`src/core/sdbg_pkg.sv`:
```
// Constants and types of the single-pin debug command decoder.
// Assumes a single debug clock of 125 MHz drives every register.
package sdbg_pkg;
  // ------------------------------------------------------------------
  // Link timing, in debug clock cycles
  // ------------------------------------------------------------------
  localparam int unsigned SYNC_LOW_MIN_CYC  = 128;
  localparam int unsigned SYNC_GAP_CYC      = 16;
  localparam int unsigned SYNC_REPLY_LO_CYC = 128;
  localparam int unsigned SYNC_REPLY_HI_CYC = 1;
  localparam int unsigned SYNC_CNT_W        = 8;
  // ------------------------------------------------------------------
  // Command codes and fields
  // ------------------------------------------------------------------
  localparam logic [7:0] CMD_NOP        = 8'h00;
  localparam logic [7:0] CMD_PC_CAPTURE = 8'h01;
  localparam logic [7:0] CMD_ACK_ENABLE = 8'h02;
  localparam logic [7:0] CMD_ACK_DISABLE = 8'h03;
  localparam logic [7:0] CMD_GO         = 8'h08;
  localparam logic [7:0] CMD_STATUS_WR  = 8'h0d;
  localparam logic [7:0] CMD_CTRL2_WR   = 8'h0e;
  localparam logic [7:0] CMD_CTRL3_WR   = 8'h0f;
  localparam logic [7:0] CMD_STATUS_RD  = 8'h2d;
  localparam logic [7:0] CMD_CTRL2_RD   = 8'h2e;
  localparam logic [7:0] CMD_CTRL3_RD   = 8'h2f;
  localparam logic [3:0] GRP_MEM_WR     = 4'h1;
  localparam logic [3:0] GRP_MEM_RD     = 4'h3;
  localparam logic [3:0] GRP_TRACE_GPR  = 4'h4;
  localparam logic [3:0] GRP_GPR_RD     = 4'h6;
  localparam logic [2:0] GRP_DBG_WR     = 3'h4;
  localparam logic [2:0] GRP_CPU_WR     = 3'h6;
  localparam logic [1:0] SEL_STATUS     = 2'h1;
  localparam logic [1:0] SEL_CTRL2      = 2'h2;
  localparam logic [1:0] SZ_BYTE        = 2'b00;
  localparam logic [1:0] SZ_WORD        = 2'b01;
  localparam logic [1:0] SZ_LONG        = 2'b10;
  localparam logic [2:0] ADDR_BYTES     = 3'h3;
  localparam logic [2:0] LONG_BYTES     = 3'h4;
  localparam int unsigned TX_FIFO_DEPTH = 16;

  typedef enum logic [3:0] {
    OP_NOP, OP_ACK_EN, OP_ACK_DIS, OP_GO, OP_PC_CAP, OP_MEM_RD, OP_MEM_WR, OP_TRACE_RD,
    OP_GPR_RD, OP_GPR_WR, OP_CPU_WR, OP_DBG_WR, OP_BYTE_RD, OP_BYTE_WR, OP_ILLEGAL
  } sdbg_op_type;

  // Decoded shape of one command.
  typedef struct packed {
    sdbg_op_type op;
    logic [1:0]  size;
    logic        with_status;
    logic        has_addr;
    logic [2:0]  data_bytes;
    logic        acks;
  } sdbg_cmd_info_type;

  // One access handed to the processor side.
  typedef struct packed {
    sdbg_op_type op;
    logic [1:0]  size;
    logic [4:0]  reg_num;
    logic [23:0] addr;
    logic [31:0] wdata;
  } sdbg_acc_req_type;
endpackage

```
`src/core/sdbg_byte_fifo.sv`:
```
// Synchronous FIFO with valid and ready on both sides.
// Assumes DEPTH is a power of two and one clock for both sides.
module sdbg_byte_fifo #(
  parameter int unsigned WIDTH = 8,
  parameter int unsigned DEPTH = 16
) (
  input  wire logic             clk_in,
  input  wire logic             rst_n_in,
  input  wire logic [WIDTH-1:0] wr_data_in,
  input  wire logic             wr_valid_in,
  output logic                  wr_ready_out,
  output logic      [WIDTH-1:0] rd_data_out,
  output logic                  rd_valid_out,
  input  wire logic             rd_ready_in
);
  localparam int unsigned AW = $clog2(DEPTH);
  logic [WIDTH-1:0] mem_q [DEPTH];
  logic [AW:0]      wr_ptr_q;
  logic [AW:0]      rd_ptr_q;
  wire              full_w  = (wr_ptr_q[AW] != rd_ptr_q[AW]) &&
                              (wr_ptr_q[AW-1:0] == rd_ptr_q[AW-1:0]);
  wire              empty_w = (wr_ptr_q == rd_ptr_q);
  wire              push_w  = wr_valid_in && !full_w;
  wire              pop_w   = rd_ready_in && !empty_w;

  assign wr_ready_out = !full_w;
  assign rd_valid_out = !empty_w;
  assign rd_data_out  = mem_q[rd_ptr_q[AW-1:0]];

  // Storage is written only when a slot is free.
  always_ff @(posedge clk_in) begin
    if (push_w) begin
      mem_q[wr_ptr_q[AW-1:0]] <= wr_data_in;
    end
  end

  // Pointers carry one wrap bit so that full and empty differ.
  always_ff @(posedge clk_in or negedge rst_n_in) begin
    if (!rst_n_in) begin
      wr_ptr_q <= '0;
      rd_ptr_q <= '0;
    end else begin
      wr_ptr_q <= wr_ptr_q + (AW+1)'(push_w);
      rd_ptr_q <= rd_ptr_q + (AW+1)'(pop_w);
    end
  end
endmodule

```
`src/core/sdbg_cmd_decoder.sv`:
```
// Command decoder and link control of the single-pin debug port.
// Assumes a bit framer on the same clock delivers and takes whole bytes,
// and a processor side that completes each access with a done pulse.
// Function
// - Size field codes byte 00, word 01, longword 10.
// - Status byte is the top byte of the extended status register.
// - Memory read 0x30+4sz, address, delay, data; 0x31 variant adds status first.
// - Memory write 0x10+4sz, address, data, delay; 0x11 variant returns status.
// - 0x40+n reads a trace buffer longword while the processor runs.
// - 0x60+n reads a processor register, only while halted.
// - 0x40+n with 32 data bits writes a processor register while halted.
// - 0xC0+n with 32 data bits writes a control register while halted.
// - 0x80+n with 32 data bits writes a debug control register.
// - 0x2D to 0x2F return a control byte at once, never acknowledged.
// - 0x0D to 0x0F load a control byte, never acknowledged.
// - 0x01 captures the program counter into the trace buffer.
// - Only acknowledging commands pulse acknowledge, and only with handshake on, except 0x02, which pulses it even while off.
// - A sync request is known only by a very long low on the pin.
// - Resume while running does nothing.
// - After the long low, wait for high, then wait 16 cycles.
// - Drive low 128 cycles, high one cycle, then release.
// - 0x03 turns handshake off and is itself not acknowledged.
// - Handshake enable acts locally, is acknowledged, enables later handshakes.
module sdbg_cmd_decoder (
  input  wire logic                      ref_clk_in,
  input  wire logic                      resetn_in,
  input  wire logic                      debug_pin_in,
  output logic                           debug_pin_out,
  output logic                           debug_pin_oe_n_out,
  input  wire logic [7:0]                rx_byte_in,
  input  wire logic                      rx_valid_in,
  output logic                           rx_ready_out,
  output logic      [7:0]                tx_byte_out,
  output logic                           tx_valid_out,
  input  wire logic                      tx_ready_in,
  output logic                           ack_pulse_out,
  output logic                           ack_enabled_out,
  output logic                           illegal_cmd_out,
  input  wire logic                      halted_in,
  output logic                           resume_out,
  output logic                           acc_valid_out,
  output sdbg_pkg::sdbg_acc_req_type     acc_req_out,
  input  wire logic                      acc_done_in,
  input  wire logic [31:0]               acc_rdata_in,
  output logic      [7:0]                ext_debug_status_reg_out,
  output logic      [7:0]                debug_ctrl_reg_two_out,
  output logic      [7:0]                debug_ctrl_reg_three_out
);
  import sdbg_pkg::*;

  typedef enum logic [3:0] {
    ST_IDLE = 4'b0001, ST_ARGS = 4'b0010, ST_EXEC = 4'b0100, ST_RESP = 4'b1000
  } sdbg_state_type;
  typedef enum logic [4:0] {
    SY_IDLE = 5'b00001, SY_WAIT_HI = 5'b00010, SY_GAP = 5'b00100,
    SY_LOW = 5'b01000, SY_HIGH = 5'b10000
  } sdbg_sync_type;

  // ------------------------------------------------------------------
  // Helper functions
  // ------------------------------------------------------------------
  // Operand size to byte count.
  function automatic logic [2:0] size_bytes(input logic [1:0] sz);
    case (sz)
      SZ_BYTE: size_bytes = 3'h1;
      SZ_WORD: size_bytes = 3'h2;
      default: size_bytes = LONG_BYTES;
    endcase
  endfunction

  // Command code to command shape, given the run or halt state.
  function automatic sdbg_cmd_info_type decode(input logic [7:0] c, input logic halted);
    sdbg_cmd_info_type i;
    logic              sz_ok;
    sz_ok        = (c[3:2] != 2'b11);
    i            = '{op: OP_ILLEGAL, size: SZ_LONG, with_status: 1'b0, has_addr: 1'b0,
                     data_bytes: 3'h0, acks: 1'b1};
    case (c)
      CMD_NOP:         i.op = OP_NOP;
      CMD_PC_CAPTURE:  i.op = OP_PC_CAP;
      CMD_ACK_ENABLE:  i.op = OP_ACK_EN;
      CMD_ACK_DISABLE: i.op = OP_ACK_DIS;
      CMD_GO:          i.op = OP_GO;
      CMD_STATUS_WR, CMD_CTRL2_WR, CMD_CTRL3_WR: begin
        i.op         = OP_BYTE_WR;
        i.data_bytes = 3'h1;
      end
      CMD_STATUS_RD, CMD_CTRL2_RD, CMD_CTRL3_RD: i.op = OP_BYTE_RD;
      default: begin
        if ((c[7:4] == GRP_MEM_WR || c[7:4] == GRP_MEM_RD) && sz_ok && !c[1]) begin
          i.op          = (c[7:4] == GRP_MEM_WR) ? OP_MEM_WR : OP_MEM_RD;
          i.size        = c[3:2];
          i.with_status = c[0];
          i.has_addr    = 1'b1;
          i.data_bytes  = (c[7:4] == GRP_MEM_WR) ? size_bytes(c[3:2]) : 3'h0;
        end else if (c[7:4] == GRP_TRACE_GPR) begin
          i.op         = halted ? OP_GPR_WR : OP_TRACE_RD;
          i.data_bytes = halted ? LONG_BYTES : 3'h0;
        end else if (c[7:4] == GRP_GPR_RD && halted) begin
          i.op = OP_GPR_RD;
        end else if (c[7:5] == GRP_DBG_WR) begin
          i.op         = OP_DBG_WR;
          i.data_bytes = LONG_BYTES;
        end else if (c[7:5] == GRP_CPU_WR && halted) begin
          i.op         = OP_CPU_WR;
          i.data_bytes = LONG_BYTES;
        end
      end
    endcase
    i.acks = !i.with_status && !(i.op inside {OP_ACK_DIS, OP_BYTE_RD, OP_BYTE_WR,
                                               OP_ILLEGAL});
    return i;
  endfunction

  // ------------------------------------------------------------------
  // Reset release and pin synchroniser
  // ------------------------------------------------------------------
  logic [1:0] rst_sync_q;
  logic       rst_n;
  logic       pin_meta_q;
  logic       pin_sync_q;

  // Reset asserts at once and releases after two clock edges.
  always_ff @(posedge ref_clk_in or negedge resetn_in) begin
    if (!resetn_in) begin
      rst_sync_q <= 2'b00;
    end else begin
      rst_sync_q <= {rst_sync_q[0], 1'b1};
    end
  end
  assign rst_n = rst_sync_q[1];

  // The pin level passes two flip-flops before anything reads it.
  always_ff @(posedge ref_clk_in or negedge rst_n) begin
    if (!rst_n) begin
      pin_meta_q <= 1'b1;
      pin_sync_q <= 1'b1;
    end else begin
      pin_meta_q <= debug_pin_in;
      pin_sync_q <= pin_meta_q;
    end
  end

  // ------------------------------------------------------------------
  // Speed synchronisation
  // ------------------------------------------------------------------
  sdbg_sync_type         sy_q;
  sdbg_sync_type         sy_d;
  logic [SYNC_CNT_W-1:0] low_cnt_q;
  logic [SYNC_CNT_W-1:0] sy_cnt_q;
  logic [SYNC_CNT_W-1:0] sy_cnt_d;
  wire                   sync_req_w = (sy_q == SY_IDLE) && !pin_sync_q &&
                           (low_cnt_q == SYNC_CNT_W'(SYNC_LOW_MIN_CYC - 1));

  // Walks wait-high, gap, low reply and high pulse.
  always_comb begin
    sy_d     = sy_q;
    sy_cnt_d = sy_cnt_q + 1'b1;
    case (sy_q)
      SY_IDLE: begin
        sy_cnt_d = '0;
        if (sync_req_w) sy_d = SY_WAIT_HI;
      end
      SY_WAIT_HI: begin
        sy_cnt_d = '0;
        if (pin_sync_q) sy_d = SY_GAP;
      end
      SY_GAP: if (sy_cnt_q == SYNC_CNT_W'(SYNC_GAP_CYC - 1)) begin
        sy_d     = SY_LOW;
        sy_cnt_d = '0;
      end
      SY_LOW: if (sy_cnt_q == SYNC_CNT_W'(SYNC_REPLY_LO_CYC - 1)) begin
        sy_d     = SY_HIGH;
        sy_cnt_d = '0;
      end
      SY_HIGH: if (sy_cnt_q == SYNC_CNT_W'(SYNC_REPLY_HI_CYC - 1)) begin
        sy_d = SY_IDLE;
      end
      default: sy_d = SY_IDLE;
    endcase
  end

  // Low time counts only while idle and saturates at the threshold.
  always_ff @(posedge ref_clk_in or negedge rst_n) begin
    if (!rst_n) begin
      sy_q               <= SY_IDLE;
      sy_cnt_q           <= '0;
      low_cnt_q          <= '0;
      debug_pin_out      <= 1'b1;
      debug_pin_oe_n_out <= 1'b1;
    end else begin
      sy_q               <= sy_d;
      sy_cnt_q           <= sy_cnt_d;
      low_cnt_q          <= (pin_sync_q || sy_q != SY_IDLE) ? '0 :
                            low_cnt_q + SYNC_CNT_W'(!sync_req_w);
      debug_pin_out      <= (sy_d == SY_HIGH);
      debug_pin_oe_n_out <= !(sy_d == SY_LOW || sy_d == SY_HIGH);
    end
  end

  // ------------------------------------------------------------------
  // Command decoding and execution
  // ------------------------------------------------------------------
  sdbg_state_type    st_q;
  sdbg_cmd_info_type info_q;
  logic [7:0]        cmd_q;
  logic [55:0]       arg_q;
  logic [2:0]        cnt_q;
  logic [39:0]       resp_q;
  logic [2:0]        resp_cnt_q;
  logic              ack_en_q;
  logic [7:0]        ext_debug_status_reg_q;
  logic [7:0]        ctrl2_q;
  logic [7:0]        ctrl3_q;
  logic              fifo_ready;

  wire sdbg_cmd_info_type rx_info_w = decode(rx_byte_in, halted_in);
  wire [2:0] rx_nargs_w  = (rx_info_w.has_addr ? ADDR_BYTES : 3'h0) + rx_info_w.data_bytes;
  wire       busy_w      = (sy_q != SY_IDLE) || sync_req_w;
  wire       rx_take_w   = rx_valid_in && rx_ready_out;
  wire       local_w     = !(info_q.op inside {OP_PC_CAP, OP_MEM_RD, OP_MEM_WR, OP_TRACE_RD,
                                               OP_GPR_RD, OP_GPR_WR, OP_CPU_WR, OP_DBG_WR});
  wire       done_w      = (st_q == ST_EXEC) && (local_w || acc_done_in);
  wire [2:0] db_w        = info_q.data_bytes;
  wire [7:0] byte_sel_w  = (cmd_q[1:0] == SEL_STATUS) ? ext_debug_status_reg_q :
                           (cmd_q[1:0] == SEL_CTRL2) ? ctrl2_q : ctrl3_q;
  wire [31:0] rd_al_w    = (info_q.size == SZ_BYTE) ? {acc_rdata_in[7:0], 24'h000000} :
                           (info_q.size == SZ_WORD) ? {acc_rdata_in[15:0], 16'h0000} :
                           acc_rdata_in;
  wire [2:0] rd_n_w      = size_bytes(info_q.size);
  // Responses are left aligned and leave most significant byte first.
  wire [39:0] resp_w     = (info_q.op == OP_BYTE_RD) ? {byte_sel_w, 32'h00000000} :
                           (info_q.op == OP_MEM_WR) ? {ext_debug_status_reg_q, 32'h00000000} :
                           (info_q.op == OP_MEM_RD && info_q.with_status) ?
                             {ext_debug_status_reg_q, rd_al_w} :
                           (info_q.op == OP_MEM_RD) ? {rd_al_w, 8'h00} :
                           {acc_rdata_in, 8'h00};
  wire [2:0] resp_n_w    = (info_q.op == OP_BYTE_RD) ? 3'h1 :
                           (info_q.op == OP_MEM_WR) ? 3'(info_q.with_status) :
                           (info_q.op == OP_MEM_RD) ? rd_n_w + 3'(info_q.with_status) :
                           (info_q.op inside {OP_TRACE_RD, OP_GPR_RD}) ? LONG_BYTES : 3'h0;
  wire       ack_w       = done_w && info_q.acks && (ack_en_q || info_q.op == OP_ACK_EN);

  assign rx_ready_out    = !busy_w && (st_q == ST_IDLE || st_q == ST_ARGS);
  assign acc_valid_out   = (st_q == ST_EXEC) && !local_w;
  assign acc_req_out.op      = info_q.op;
  assign acc_req_out.size    = info_q.size;
  assign acc_req_out.reg_num = cmd_q[4:0];
  assign acc_req_out.addr    = (db_w == 3'h0) ? arg_q[23:0] : (db_w == 3'h1) ? arg_q[31:8] :
                               (db_w == 3'h2) ? arg_q[39:16] : arg_q[55:32];
  assign acc_req_out.wdata   = (db_w == 3'h1) ? {24'h000000, arg_q[7:0]} :
                               (db_w == 3'h2) ? {16'h0000, arg_q[15:0]} : arg_q[31:0];
  assign ack_enabled_out          = ack_en_q;
  assign ext_debug_status_reg_out = ext_debug_status_reg_q;
  assign debug_ctrl_reg_two_out   = ctrl2_q;
  assign debug_ctrl_reg_three_out = ctrl3_q;

  // Sequencer: take a code, gather arguments, run, then queue the answer.
  always_ff @(posedge ref_clk_in or negedge rst_n) begin
    if (!rst_n) begin
      st_q       <= ST_IDLE;
      cmd_q      <= 8'h00;
      info_q     <= '0;
      arg_q      <= '0;
      cnt_q      <= 3'h0;
      resp_q     <= '0;
      resp_cnt_q <= 3'h0;
    end else if (busy_w) begin
      st_q <= ST_IDLE;
    end else begin
      case (st_q)
        ST_IDLE: if (rx_take_w) begin
          cmd_q  <= rx_byte_in;
          info_q <= rx_info_w;
          cnt_q  <= rx_nargs_w;
          st_q   <= (rx_nargs_w == 3'h0) ? ST_EXEC : ST_ARGS;
        end
        ST_ARGS: if (rx_take_w) begin
          arg_q <= {arg_q[47:0], rx_byte_in};
          cnt_q <= cnt_q - 3'h1;
          if (cnt_q == 3'h1) st_q <= ST_EXEC;
        end
        ST_EXEC: if (done_w) begin
          resp_q     <= resp_w;
          resp_cnt_q <= resp_n_w;
          st_q       <= (resp_n_w == 3'h0) ? ST_IDLE : ST_RESP;
        end
        ST_RESP: if (fifo_ready) begin
          resp_q     <= {resp_q[31:0], 8'h00};
          resp_cnt_q <= resp_cnt_q - 3'h1;
          if (resp_cnt_q == 3'h1) st_q <= ST_IDLE;
        end
        default: st_q <= ST_IDLE;
      endcase
    end
  end

  // Local effects of finished commands and the one-cycle pulses.
  always_ff @(posedge ref_clk_in or negedge rst_n) begin
    if (!rst_n) begin
      ack_en_q        <= 1'b0;
      ext_debug_status_reg_q          <= 8'h00;
      ctrl2_q         <= 8'h00;
      ctrl3_q         <= 8'h00;
      ack_pulse_out   <= 1'b0;
      resume_out      <= 1'b0;
      illegal_cmd_out <= 1'b0;
    end else begin
      ack_pulse_out   <= ack_w;
      resume_out      <= done_w && info_q.op == OP_GO && halted_in;
      illegal_cmd_out <= done_w && info_q.op == OP_ILLEGAL;
      if (done_w && info_q.op == OP_ACK_EN) ack_en_q <= 1'b1;
      if (done_w && info_q.op == OP_ACK_DIS) ack_en_q <= 1'b0;
      if (done_w && info_q.op == OP_BYTE_WR) begin
        if (cmd_q[1:0] == SEL_STATUS) ext_debug_status_reg_q <= arg_q[7:0];
        else if (cmd_q[1:0] == SEL_CTRL2) ctrl2_q <= arg_q[7:0];
        else ctrl3_q <= arg_q[7:0];
      end
    end
  end

  // ------------------------------------------------------------------
  // Answer buffer toward the bit framer
  // ------------------------------------------------------------------
  sdbg_byte_fifo #(
    .WIDTH (8),
    .DEPTH (TX_FIFO_DEPTH)
  ) u_tx_fifo (
    .clk_in       (ref_clk_in),
    .rst_n_in     (rst_n),
    .wr_data_in   (resp_q[39:32]),
    .wr_valid_in  (st_q == ST_RESP && !busy_w),
    .wr_ready_out (fifo_ready),
    .rd_data_out  (tx_byte_out),
    .rd_valid_out (tx_valid_out),
    .rd_ready_in  (tx_ready_in)
  );
endmodule

```
`config.mk`:
```
export PLATFORM = sky130hd
export DESIGN_NAME = sdbg_cmd_decoder
export DESIGN_NICKNAME = d
export VERILOG_FILES = /design/src/core/sdbg_pkg.sv /design/src/core/sdbg_byte_fifo.sv /design/src/core/sdbg_cmd_decoder.sv
export SDC_FILE = /design/constraint.sdc
export NUM_CORES = 1
export LEC_CHECK = 0
export ABC_AREA = 1
export BUFFER_PORTS_ARGS = -buffer_cell sky130_fd_sc_hd__buf_2
export CORE_MARGIN = 1
export CORE_UTILIZATION = 62
export CTS_BUF_LIST = sky130_fd_sc_hd__clkbuf_8
export CTS_CLUSTER_SIZE = 24
export DETAILED_ROUTE_END_ITERATION = 8
export GPL_ROUTABILITY_DRIVEN = 0
export PLACE_DENSITY = 0.86
export REMOVE_ABC_BUFFERS = 1
export SLEW_MARGIN = 20
export SYNTH_ARGS = -nofsm -noshare
export SYNTH_HDL_FRONTEND = slang
export SYNTH_SLANG_ARGS = --single-unit
export TNS_END_PERCENT = 30
```
`constraint.sdc`:
```
create_clock -name ref_clk_in -period 8.1 [get_ports ref_clk_in]
set_input_delay 0.81 -clock ref_clk_in [delete_from_list [all_inputs] [get_ports ref_clk_in]]
set_output_delay 0.81 -clock ref_clk_in [all_outputs]
set_load 0.01 [all_outputs]
```
==> impl_results.md <==
* Final worst slack at 4.37 ns
* Share of layout cells above drive strength 1 at 0.196
* Vert. Die Dim at 162 µm
* Hold Fails Final Rpt at 0
* Initial Utilization at 0.633
* Share of total power in combinational logic at 0.345
* Most common cell after layout, fill and taps aside: nand2_1
* Clock-pin slew on the worst setup and hold paths at 0.06 ns
* Syn Inst Count at 1787
* Global-route wire length before repair at 62.1 mm
* Clock power share at 0.255
* Wirelength per Cell at 17.2 µm
* Final Setup Violations at 0
* Post-Route Skew at 0.0296 ns
* Status: completed
* Cell Rows at 58
* Initial drt markers at 1469
* Placed instance count at 2182
* Fin Hold WS at 0.340 ns
* FF+latch count, synth at 315
* Power Density at 313 nW/µm²
* Post-synth EDFFs at 128
* CP Capture Type: output pin
* Post-route DRC at 0
* Initial antenna violation count at 1
* Vias/cell at 5.88
* Post_cts resized at 0
* Vias in the first global route at 12600
* CTS max path bufs at 3
* RSZ-0062 raised after global routing: false
* IO buf count at 154
* Place WS at 4.66 ns
* Sequential power share at 0.400
* Inserted Clock Buffers at 51
* Worst Setup Start Kind: flop
* CTS Sinks at 315
* Total GRT Usage at 0.298
* Max-slew violations at 0
* Fmax at 0.268 GHz
* Post-layout minimum cycle time at 3.73 ns
* Worst path required time at 7.29 ns
* WL final at 39.3 mm
* Max rail drop VDD at 0.000204 V
* Kind of critical path: reg -> out
* Cell Area, Synth at 15900 µm²
* Layout area overhead at 11.1%
* Die W at 162 µm
* Worst Hold Class: in -> reg
* Die ar. at 26300 µm²
* H-tree depth at 2
* Most frequent cells in the layout: nand2_1, o21ai_0, inv_1
* Sw Share at 0.406
* Clk Tree Root Cell: clkbuf_8
* Final Util at 0.703
* Max-cap viol count at 0
* Post-CTS Setup Inserts at 0
* CP arrival at 2.92 ns
* Vias at 13400
* Largest net degree at the start of global routing at 73
* Placed wire-length estimate at 26.6 mm
* Crit Path Max Fanout at 36
* Setup TNS at 0 ns
* Cts hold-fix bufs at 1
* Async SR Flop Fraction at 0.594
* Fin cells at 2279
* YS warnings at 0
* Final ANT Viol Nets at 0
* Mapped Avg Cell Area at 8.91 µm²
* Least-Margin Pin Slew at 1.00 ns
* Worst slew margin at 0.331
* Pre-antenna DRT Iters at 8
* Global route overflow at 0
* Most used DFF post-synth: dfrtp_1
* I/O pin count at 155
* Psw at 2.25 mW
* Tcrit/Tclk final at 0.460
* Synth cell types at 48
* Pint at 3.29 mW
* Final #Nets at 1970
* Clk_lat worst skew at 0.59 ns
* Sequential element share of the synthesized area at 0.536
* Core area at 25200 µm²
* Leakage at 7.89 nW
* CTS tree: built
-- path summary, 6_finish.rpt --
kind | startpoint | end | slack (ns) | cells past startpoint
max | u_tx_fifo.rd_ptr_q[1]$_DFF_PN0_ | tx_byte_out[6] | 4.37 | 6
min | debug_pin_in | pin_meta_q$_DFF_PN1_ | 0.34 | 1
max reg2reg | u_tx_fifo.rd_ptr_q[1]$_DFF_PN0_ | resp_q[12]$_DFFE_PN0P_ | 4.50 | 11
min reg2reg | rst_sync_q[0]$_DFF_PN0_ | rst_sync_q[1]$_DFF_PN0_ | 0.36 | 0
max in group asynchronous | rst_sync_q[1]$_DFF_PN0_ | resp_q[39]$_DFFE_PN0P_ | 6.22 | 1
min in group asynchronous | rst_sync_q[1]$_DFF_PN0_ | arg_q[13]$_DFFE_PN0P_ | 0.47 | 0
-- kinds of logic after synthesis --
group | synth area share
fa+ha+maj | 0.0138
other cells | 0.000235
simple gates | 0.196
xor+xnor | 0.00880
flops | 0.536
compound gates | 0.166
buf+inv | 0.0793
-- per-stage QoR --
stage	power, mW	area [µm²]
6_report	5.53	17700
5_1_grt	5.82	17700
4_1_cts	5.50	17700
3_5_place_dp	4.09	16600
3_3_place_gp	4.01	16600
2_1_floorplan	3.39	15300
-- registers in the layout, summed over array words and instances (netlist names), 2 cells and up --
signal	count
st_q	4
sy_cnt_q	8
u_tx_fifo.wr_ptr_q	5
arg_q	56
resp_q	40
db_w	3
ext_debug_status_reg_out	8
acc_req_out	6
sy_q	5
cnt_q	3
resp_cnt_q	3
rst_sync_q	2
u_tx_fifo.mem_q	128
low_cnt_q	8
debug_ctrl_reg_two_out	8
debug_ctrl_reg_three_out	8
info_q	2
u_tx_fifo.rd_ptr_q	5
cmd_q	5
-- per-layer routing --
metal / vias to the layer above / part of all wire / GRT usage
li1: 6261 / - / -
met1: 6310 / 0.41 / 0.403
met2: 719 / 0.47 / 0.477
met3: 112 / 0.082 / 0.0465
met4: 0 / 0.033 / 0.133
met5: - / 0 / 0
-- synth_stat cells (2+ instances only) --
cell type | count | area, µm²
o21ai_0 | 203 | 1020
buf_4 | 16 | 120
buf_12 | 7 | 140
nand2_1 | 367 | 1380
a32o_1 | 2 | 20.0
nor3_1 | 20 | 100
nand3_1 | 88 | 440
nor2_2 | 3 | 18.8
edfxtp_1 | 128 | 3840
a31oi_1 | 3 | 18.8
a21oi_1 | 42 | 210
nand2_4 | 2 | 22.5
o21ai_2 | 48 | 420
o221ai_1 | 13 | 114
inv_2 | 16 | 60.1
o21bai_1 | 2 | 15.0
dfstp_2 | 6 | 158
nor2_1 | 161 | 604
o31ai_1 | 8 | 60.1
o211ai_1 | 48 | 360
o21ai_1 | 26 | 130
inv_1 | 162 | 608
xnor2_1 | 4 | 35.0
buf_1 | 6 | 22.5
nand2_2 | 56 | 350
clkinv_1 | 2 | 7.51
clkbuf_1 | 47 | 176
buf_2 | 20 | 100
ha_1 | 16 | 200
nand3_2 | 2 | 20.0
buf_6 | 2 | 22.5
o22ai_1 | 38 | 238
nor2_4 | 5 | 56.3
nand4_1 | 13 | 81.3
dfrtp_1 | 181 | 4530
xor2_1 | 12 | 105
-- power by group through the flow --
stage | Clock, mW | Sequential, mW | Combinational, mW
4_1_cts | 1.42 | 2.21 | 1.87
3_3_place_gp | 0 | 2.22 | 1.79
2_1_floorplan | 0 | 2.17 | 1.21
6_report | 1.41 | 2.21 | 1.91
3_5_place_dp | 0 | 2.23 | 1.86
5_1_grt | 1.49 | 2.24 | 2.09
-- final cells by class --
| class | instances | area, µm² |
|---|---|---|
| timing repair buffer | 164 | 848 |
| clock buffer | 64 | 881 |
| tap | 330 | 413 |
| clock inverter | 31 | 198 |
| multi-input combinational | 1193 | 6140 |
| antenna | 1 | 2.50 |
| fill | 1801 | 7480 |
| inverter | 181 | 682 |
| sequential | 315 | 8530 |
-- critical path, cell delays in order, from the launching register on --
cell      delay (ns)
dfrtp_1         1.00
inv_2           0.47
o21ai_0         0.23
o221ai_1        0.14
nand3_1         0.21
nand3_1         0.12
buf_2           0.16
Note: power is estimated with default switching activity, not from simulation.
